### config.mk
export PLATFORM = sky130hd
export DESIGN_NAME = cpm_ctrl_pin_mux
export DESIGN_NICKNAME = d
export VERILOG_FILES = /design/src/common/cpm_pkg.sv /design/src/hw/cpm_ctrl_pin_mux.sv
export VERILOG_INCLUDE_DIRS = /design/src /design/src/common
export SDC_FILE = /design/constraint.sdc
export NUM_CORES = 1
export LEC_CHECK = 0
export BUFFER_PORTS_ARGS = -buffer_cell sky130_fd_sc_hd__buf_4
export CAP_MARGIN = 20
export CORE_UTILIZATION = 43
export DETAILED_ROUTE_END_ITERATION = 10
export HOLD_SLACK_MARGIN = 0.15
export PLACE_DENSITY_LB_ADDON = 0.2
export SYNTH_ARGS = -nofsm -noshare
export SYNTH_HDL_FRONTEND = slang
export SYNTH_SLANG_ARGS = --single-unit
### constraint.sdc
create_clock -name clk_in -period 20.2 [get_ports clk_in]
set_input_delay 5.05 -clock clk_in [delete_from_list [all_inputs] [get_ports clk_in]]
set_output_delay 5.05 -clock clk_in [all_outputs]
set_load 0.02 [all_outputs]
### src/common/cpm_params.svh
/*
 * Offsets, reset values and counts of the control pin mux.
 * Assumes a 10 MHz core clock and word-indexed register offsets.
 */
`ifndef CPM_PARAMS_SVH
`define CPM_PARAMS_SVH

`define CPM_CLK_HZ        10000000
`define CPM_LED_MIN_NS    100000
`define CPM_LED_CYC       ((`CPM_LED_MIN_NS * (`CPM_CLK_HZ / 1000000) + 999) / 1000)

`define CPM_ADDR_W        4
`define CPM_OFF_PINSEL    4'h0
`define CPM_OFF_MODE      4'h1
`define CPM_OFF_DIV       4'h2
`define CPM_OFF_GPIO      4'h3
`define CPM_OFF_PDIR      4'h4
`define CPM_OFF_PDATA     4'h5
`define CPM_OFF_STATUS    4'h6
`define CPM_OFF_UID       4'h7

`define CPM_SEL_W         4
`define CPM_PINSEL_RST    20'h51032
`define CPM_DIV_RST       14'h0010
`define CPM_DIV_W         14
`define CPM_UID_RST       32'h5a5a_0001 // Arbitrary identifier value

`endif

### src/common/cpm_pkg.sv
/*
 * Types of the control pin mux.
 * Assumes cpm_params.svh for the numeric constants.
 */
package cpm_pkg;

	typedef enum logic [3:0] {
		CPM_F_RS485_TX_ENABLE,
		CPM_F_POWER_ENABLE_N,
		CPM_F_TX_ACTIVITY_LED_N,
		CPM_F_RX_ACTIVITY_LED_N,
		CPM_F_ANY_ACTIVITY_LED_N,
		CPM_F_SUSPEND_N,
		CPM_F_CLOCK_OUT_FAST,
		CPM_F_CLOCK_OUT_HALF,
		CPM_F_CLOCK_OUT_QUARTER,
		CPM_F_CLOCK_OUT_EIGHTH,
		CPM_F_CTRL_PIN_GPIO,
		CPM_F_PORT_WRITE_STROBE_N,
		CPM_F_PORT_READ_STROBE_N
	} cpm_func_t;

	typedef enum logic [1:0] {
		CPM_M_UART,
		CPM_M_ASYNC,
		CPM_M_SYNC
	} cpm_mode_t;

endpackage : cpm_pkg

### src/hw/cpm_ctrl_pin_mux.sv
/*
 * Control pin function mux with byte-wide bit-bang port and fixed identifier.
 * Assumes the USB engine and UART sit on clk_in; pins reach this block raw.
 */
// Chosen here: the register offsets and the address-and-strobe port.
// Behaviour
// - Five control pins, each driving one function chosen by stored selects.
// - RS485 enable pin is active while the UART transmitter sends.
// - Power enable goes low once configured, high again in suspend.
// - Transmit LED pin pulses low during USB transmit.
// - Receive LED pin pulses low during USB receive.
// - Combined LED pin pulses low on transmit or receive.
// - Suspend pin is low during suspend, high otherwise.
// - Any pin may output one of four divided clocks.
// - Clock outputs stop in suspend and resume afterwards.
// - GPIO mode only on pins zero to three.
// - GPIO pins keep working during normal UART traffic.
// - Port strobes only on pins zero to three, in both bit-bang modes.
// - Async bit-bang turns the eight UART lines into a byte port.
// - Async bytes are applied in order, paced by an internal timer.
// - Write strobe pulses per applied byte; read strobe per async port read, per applied byte in sync.
// - Sync mode samples the port only when a written byte is applied on the timer tick.
// - Identifier is fixed; writes cannot change it.
// - Identifier readable only by register request, never on pins.
// - Fifth pin is output only, never an input function.
// - Defaults: tx LED, rx LED, RS485 enable, power enable, suspend.
`timescale 1ns/1ps
`include "cpm_params.svh"

module cpm_ctrl_pin_mux
	import cpm_pkg::*;
#(
	parameter int          LED_CYC = `CPM_LED_CYC,
	parameter logic [31:0] UID     = `CPM_UID_RST
) (
	input  wire logic                   clk_in,
	input  wire logic                   rst_in,
	input  wire logic [`CPM_ADDR_W-1:0] reg_addr_in,
	input  wire logic [31:0]            reg_wdata_in,
	input  wire logic                   reg_wr_in,
	input  wire logic                   reg_rd_in,
	output logic      [31:0]            reg_rdata_out,
	input  wire logic                   usb_configured_in,
	input  wire logic                   usb_suspend_in,
	input  wire logic                   usb_tx_active_in,
	input  wire logic                   usb_rx_active_in,
	input  wire logic                   uart_tx_busy_in,
	input  wire logic [7:0]             uart_ser_out_in,
	input  wire logic [7:0]             uart_ser_oe_in,
	output logic      [7:0]             uart_line_out,
	output logic      [7:0]             uart_line_oe_out,
	input  wire logic [7:0]             uart_line_in,
	output logic      [7:0]             uart_line_rx_out,
	output logic      [4:0]             ctrl_pin_out,
	output logic      [4:0]             ctrl_pin_oe_out,
	input  wire logic [3:0]             ctrl_pin_in
);

	logic [19:0]            pinsel_r;
	cpm_mode_t              mode_r;
	logic [`CPM_DIV_W-1:0]  div_r;
	logic [`CPM_DIV_W-1:0]  tmr_r;
	logic [3:0]             gpo_r;
	logic [3:0]             gpoe_r;
	logic [7:0]             pdir_r;
	logic [7:0]             pend_r;
	logic                   pend_v_r;
	logic [7:0]             pout_r;
	logic [7:0]             psamp_r;
	logic                   wr_n_r;
	logic                   rd_n_r;
	logic                   pwr_n_r;
	logic [3:0]             ckdiv_r;
	logic [7:0]             line_m_r;
	logic [7:0]             line_s_r;
	logic [3:0]             cpin_m_r;
	logic [3:0]             cpin_s_r;
	logic [2:0]             led_on;
	logic [31:0]            rdata_r;
	logic [4:0]             pin_r;

	// Decode
	wire bb_on    = (mode_r != CPM_M_UART);
	wire wr_sel   = reg_wr_in && (reg_addr_in == `CPM_OFF_PINSEL);
	wire wr_mode  = reg_wr_in && (reg_addr_in == `CPM_OFF_MODE);
	wire wr_div   = reg_wr_in && (reg_addr_in == `CPM_OFF_DIV);
	wire wr_gpio  = reg_wr_in && (reg_addr_in == `CPM_OFF_GPIO);
	wire wr_pdir  = reg_wr_in && (reg_addr_in == `CPM_OFF_PDIR);
	wire wr_pdata = reg_wr_in && (reg_addr_in == `CPM_OFF_PDATA) && bb_on;
	wire rd_pdata = reg_rd_in && (reg_addr_in == `CPM_OFF_PDATA) && bb_on;
	wire tick     = (tmr_r == '0);
	wire apply    = tick && pend_v_r;
	wire take     = wr_pdata && (!pend_v_r || apply);

	// Two-flop synchronisers for pin inputs
	always_ff @(posedge clk_in or posedge rst_in) begin
		if (rst_in) begin
			line_m_r <= 8'h00;
			line_s_r <= 8'h00;
			cpin_m_r <= 4'h0;
			cpin_s_r <= 4'h0;
		end else begin
			line_m_r <= uart_line_in;
			line_s_r <= line_m_r;
			cpin_m_r <= ctrl_pin_in;
			cpin_s_r <= cpin_m_r;
		end
	end

	// Configuration registers
	always_ff @(posedge clk_in or posedge rst_in) begin
		if (rst_in) begin
			pinsel_r <= `CPM_PINSEL_RST;
			mode_r   <= CPM_M_UART;
			div_r    <= `CPM_DIV_RST;
			gpo_r    <= 4'h0;
			gpoe_r   <= 4'h0;
			pdir_r   <= 8'h00;
		end else begin
			if (wr_sel)
				pinsel_r <= reg_wdata_in[19:0];
			if (wr_mode)
				mode_r <= (reg_wdata_in[1:0] == 2'h3) ? CPM_M_UART
					: cpm_mode_t'(reg_wdata_in[1:0]);
			if (wr_div)
				div_r <= reg_wdata_in[`CPM_DIV_W-1:0];
			if (wr_gpio) begin
				gpo_r  <= reg_wdata_in[3:0];
				gpoe_r <= reg_wdata_in[7:4];
			end
			if (wr_pdir)
				pdir_r <= reg_wdata_in[7:0];
		end
	end

	// Byte holding register, pacing timer and strobes
	always_ff @(posedge clk_in or posedge rst_in) begin
		if (rst_in) begin
			tmr_r    <= '0;
			pend_r   <= 8'h00;
			pend_v_r <= 1'b0;
			pout_r   <= 8'h00;
			psamp_r  <= 8'h00;
			wr_n_r   <= 1'b1;
			rd_n_r   <= 1'b1;
		end else begin
			tmr_r    <= tick ? div_r : tmr_r - 1'b1;
			pend_v_r <= take || (pend_v_r && !apply);
			if (take)
				pend_r <= reg_wdata_in[7:0];
			if (apply)
				pout_r <= pend_r;
			if (apply && mode_r == CPM_M_SYNC)
				psamp_r <= line_s_r;
			wr_n_r <= !(apply && bb_on);
			rd_n_r <= !(bb_on && ((mode_r == CPM_M_SYNC) ? apply : rd_pdata));
		end
	end

	// Power enable and clock dividers
	always_ff @(posedge clk_in or posedge rst_in) begin
		if (rst_in) begin
			pwr_n_r <= 1'b1;
			ckdiv_r <= 4'h0;
		end else begin
			if (usb_suspend_in)
				pwr_n_r <= 1'b1;
			else if (usb_configured_in)
				pwr_n_r <= 1'b0;
			ckdiv_r <= usb_suspend_in ? 4'h0 : ckdiv_r + 1'b1;
		end
	end

	// Activity pulse stretchers: transmit, receive, either
	wire [2:0] act = {usb_tx_active_in | usb_rx_active_in,
		usb_rx_active_in, usb_tx_active_in};
	genvar g;
	generate
		for (g = 0; g < 3; g++) begin : g_led
			logic [15:0] cnt_r;
			always_ff @(posedge clk_in or posedge rst_in) begin
				if (rst_in)
					cnt_r <= '0;
				else if (act[g])
					cnt_r <= 16'(LED_CYC);
				else if (cnt_r != '0)
					cnt_r <= cnt_r - 1'b1;
			end
			assign led_on[g] = act[g] || (cnt_r != '0);
		end
	endgenerate

	// Per-pin function select
	generate
		for (g = 0; g < 5; g++) begin : g_pin
			cpm_func_t f;
			logic      v;
			wire       low4 = (g < 4);
			assign f = cpm_func_t'(pinsel_r[g*4 +: 4]);
			always_comb begin
				case (f)
					CPM_F_RS485_TX_ENABLE:    v = uart_tx_busy_in;
					CPM_F_POWER_ENABLE_N:     v = pwr_n_r;
					CPM_F_TX_ACTIVITY_LED_N:  v = !led_on[0];
					CPM_F_RX_ACTIVITY_LED_N:  v = !led_on[1];
					CPM_F_ANY_ACTIVITY_LED_N: v = !led_on[2];
					CPM_F_SUSPEND_N:          v = !usb_suspend_in;
					CPM_F_CLOCK_OUT_FAST:     v = ckdiv_r[0];
					CPM_F_CLOCK_OUT_HALF:     v = ckdiv_r[1];
					CPM_F_CLOCK_OUT_QUARTER:  v = ckdiv_r[2];
					CPM_F_CLOCK_OUT_EIGHTH:   v = ckdiv_r[3];
					CPM_F_CTRL_PIN_GPIO:      v = low4 ? gpo_r[g % 4] : 1'b1;
					CPM_F_PORT_WRITE_STROBE_N: v = low4 ? wr_n_r : 1'b1;
					CPM_F_PORT_READ_STROBE_N:  v = low4 ? rd_n_r : 1'b1;
					default:                  v = 1'b1;
				endcase
			end
			always_ff @(posedge clk_in or posedge rst_in) begin
				if (rst_in)
					pin_r[g] <= 1'b1;
				else
					pin_r[g] <= v;
			end
			assign ctrl_pin_oe_out[g] = !(low4 && f == CPM_F_CTRL_PIN_GPIO
				&& !gpoe_r[g % 4]);
		end
	endgenerate
	assign ctrl_pin_out = pin_r;

	// UART line steering
	assign uart_line_out    = bb_on ? pout_r : uart_ser_out_in;
	assign uart_line_oe_out = bb_on ? pdir_r : uart_ser_oe_in;
	assign uart_line_rx_out = bb_on ? 8'hff : line_s_r;

	// Read data, one cycle after the strobe
	wire [7:0] pread = (mode_r == CPM_M_SYNC) ? psamp_r : line_s_r;
	always_comb begin
		case (reg_addr_in)
			`CPM_OFF_PINSEL: rdata_r = {12'h000, pinsel_r};
			`CPM_OFF_MODE:   rdata_r = {30'h0, mode_r};
			`CPM_OFF_DIV:    rdata_r = {18'h0, div_r};
			`CPM_OFF_GPIO:   rdata_r = {20'h0, cpin_s_r, gpoe_r, gpo_r};
			`CPM_OFF_PDIR:   rdata_r = {24'h0, pdir_r};
			`CPM_OFF_PDATA:  rdata_r = {24'h0, pread};
			`CPM_OFF_STATUS: rdata_r = {28'h0, pend_v_r, pwr_n_r,
				usb_suspend_in, usb_configured_in};
			`CPM_OFF_UID:    rdata_r = UID;
			default:         rdata_r = 32'h0;
		endcase
	end
	always_ff @(posedge clk_in or posedge rst_in) begin
		if (rst_in)
			reg_rdata_out <= 32'h0;
		else
			reg_rdata_out <= reg_rd_in ? rdata_r : 32'h0;
	end

	// Cycles a queued byte has waited for the timer
	logic [`CPM_DIV_W:0]    wait_r;
	always_ff @(posedge clk_in or posedge rst_in) begin
		if (rst_in)
			wait_r <= '0;
		else if (!pend_v_r || apply)
			wait_r <= '0;
		else
			wait_r <= wait_r + 1'b1;
	end
endmodule : cpm_ctrl_pin_mux

==> summary.txt <==
Clocking
  • Cts hold-fix bufs: 0
  • Clock Pin Slew Worst Setup and Hold Paths: ~0.080 ns
  • Post-CTS Setup Bufs: 0
  • CTS tree: yes
  • Clock Latency Late Sink: between 0.4 and 0.5 ns
  • CTS resizes: 0
  • H-tree Lvls: 4
  • Cts bufs inserted: 17
  • Clock Tree Buf Depth: 2
  • Root Buffer: clkbuf_16
  • Num Clock Sinks: roughly 200

Placement
  • Placer Congestion: approximately 0.83
  • Place WS: about 9.6 ns
  • Cells after DPL: roughly 1200
  • Area of placed instances: about 11000 µm²
  • Input/output buffers: between 100 and 150
  • Dpl hpwl: 15.46 mm

Run status
  • Run status: finished, final reports clean

Pwr
  • Total power: about 1.1 mW
  • IR drop worst, VDD: ~55 µV
  • Static Leak: 4.865 nW
  • Power Dens Cells: between 90 and 100 nW/µm²

Logic synthesis
  • Yosys warns: 0
  • Asr flop ratio synth: 100.0%
  • Flops & latches, synth: 196
  • Synth Cell Area: about 9500 µm²
  • EDFF count, synth: 0
  • Yosys cell types: a little under 70
  • Sequential-to-total area share from yosys stat: approximately half
  • Synthesized area per cell: between 10 and 15 µm²
  • Mapped Cells: 854
  • Ys flop type: dfrtp_1

Global routing
  • Vias in the first global route: between 6000 and 7000
  • Total grt overflow: 0
  • All-Layer GR Usage: 20.53%
  • Pin count of the biggest net entering global routing: between 100 and 150
  • First-pass GRT wire length: 35.80 mm
  • Antenna violations before repair: 0

Floorplanning
  • Initial Utilization: between 40% and 50%
  • Vert. Die Dim: between 150 and 200 µm
  • I/O pins: 139
  • Die W: about 150 µm
  • Floorplan row count: 54
  • Core Region: ~22000 µm²
  • DIE AREA: about 23000 µm²

Layout
  • Post-layout utilization of the core: approximately 51%
  • Fin area: between 10000 and 15000 µm²
  • # nets final: roughly 1000
  • Post-Layout Cell Count: between 1000 and 1500
  • Layout cells sized above 1: between 30% and 40%
  • Commonest non-fill, non-tap cells in the layout: 181 x dfrtp_1, 122 x buf_4, 108 x mux2_2
  • P&R area growth vs syn: 17.22%
  • Diode count: 0
  • Most common cell after layout, fill and taps aside: dfrtp_1

Critical path
  • Setup CP Type: in -> out
  • Crit start category: primary input
  • Worst-path cell chain: buf_4 -> mux2_2 -> buf_4
  • Worst Path Required: between 15 and 20 ns
  • Critical Path Sink Type: output port
  • Worst path arrival time: roughly 5.6 ns
  • Crit path max fanout: 1
  • Max incr delay on CP: between 0.2 and 0.3 ns
  • Slowest cell on crit path: mux2_2
  • Buffers plus inverters on the worst setup path: 2
  • Crit path top cell by count: buf_4
  • CP top delay family: buffers and inverters

STA
  • Max_slew headroom: 36.94%
  • Clock Skew: 0.008845 ns
  • FMAX: about 0.094 GHz
  • Hold WS: 0.3512 ns
  • Final Max Slew Viols: 0
  • RSZ-0062 raised after global routing: no
  • Setup Viol. Count Final: 0
  • Hold Vio Cnt, Final: 0
  • Fin crit period: ~11 ns
  • Post-Route Setup TNS: 0 ns
  • Worst Tran Pin Value: 0.9459 ns
  • Tcrit/Tclk final: a little over half
  • Final setup margin: between 9 and 10 ns

Drt
  • Drt total wl: between 20 and 25 mm
  • WL/cell: around 18 µm
  • Initial DRC count: roughly 380
  • 1st-pass router iterations: 5
  • Avg Vias per Cell: around 5.4
  • Number of remaining DRC errors: 0
  • Antenna-violating nets left: 0
  • Total number of vias: 6759

Min path
  • Hold Crit Class: reg -> reg

Flow run
  • Max Cap Viol: 0
[final cells by class]
class / instances / area (µm²)
clock buffer: 18 / 429.2
clock inverter: 13 / 138.9
fill: 1985 / 10600
inverter: 19 / 78.83
multi-input combinational: 593 / 4308
sequential: 196 / 4923
tap: 280 / 350.3
timing repair buffer: 123 / 930.9
[report_power, final]
group	internal (mW)	leakage [nW]	switching, mW	total, mW
clock network	0.174	0.275	0.160	0.334
registers	0.452	2.42	0.0687	0.521
logic	0.112	2.17	0.106	0.218
[cells in the mapped netlist (all sizes together) (7+ instances only)]
cell type	instances	area (µm²)
a21oi	43	226.5
or4	8	67.56
dfrtp	181	4529
mux2	109	1227
nor3b	7	68.82
mux2i	13	130.1
xor2	32	280.3
ha	9	112.6
o31ai	8	60.06
nand2	49	186.4
nand3	27	147.6
buf	16	105.1
nor3	18	90.09
nor4	16	121.4
inv	19	71.32
clkbuf	35	131.4
xnor2	9	78.83
o21ai	13	65.06
nand4	13	81.33
nor2	77	289.0
dfstp	15	394.1
nand4b	9	78.83
nand3b	9	71.32
nand2b	18	112.6
a22oi	11	82.58
nor2b	9	56.30
or3	13	81.33
[sequential cells by signal (all words and copies together), names as in the netlist, 14 cells and up]
name	count
div_r	14
reg_rdata_out	21
pinsel_r	20
tmr_r	14
g_led.cnt_r	48
[logic make-up (layout without fill, tap and decap cells)]
family / Yosys count / in the layout / synth area share, %
AND/OR/NAND/NOR: 297 / 297 / 17.06
flip-flops: 196 / 196 / 51.72
multiplexers: 125 / 125 / 14.97
AO/OA/AOI/OAI: 114 / 114 / 7.991
buffers and inverters: 70 / 173 / 3.233
XOR/XNOR: 41 / 41 / 3.772
adder cells (fa/ha/maj): 9 / 9 / 1.183
other: 2 / 7 / 0.07888
[worst paths after layout]
path	start	endpoint	slack (ns)	cells after the start
worst min register to register	line_m_r[7]$_DFF_PP0_	line_s_r[7]$_DFF_PP0_	0.35	0
max in group asynchronous	rst_in	tmr_r[12]$_DFF_PP0_	14.04	3
worst min-delay path	line_m_r[7]$_DFF_PP0_	line_s_r[7]$_DFF_PP0_	0.35	0
worst max-delay path	uart_ser_out_in[4]	uart_line_out[4]	9.58	3
worst max register to register	tmr_r[10]$_DFF_PP0_	pend_r[0]$_DFFE_PP0P_	17.37	5
min in group asynchronous	rst_in	line_m_r[5]$_DFF_PP0_	4.77	2
[layer usage]
| metal | GRT usage, % | part of all wire, % | vias to the layer above |
|---|---|---|---|
| met5 | 0 | 0 | - |
| met4 | 5.000 | 1.2 | 0 |
| met3 | 4.548 | 4.2 | 15 |
| met2 | 32.13 | 46 | 123 |
| met1 | 28.87 | 48 | 3384 |
| li1 | - | - | 3237 |
No activity file was read; power rests on OpenSTA's default activity.
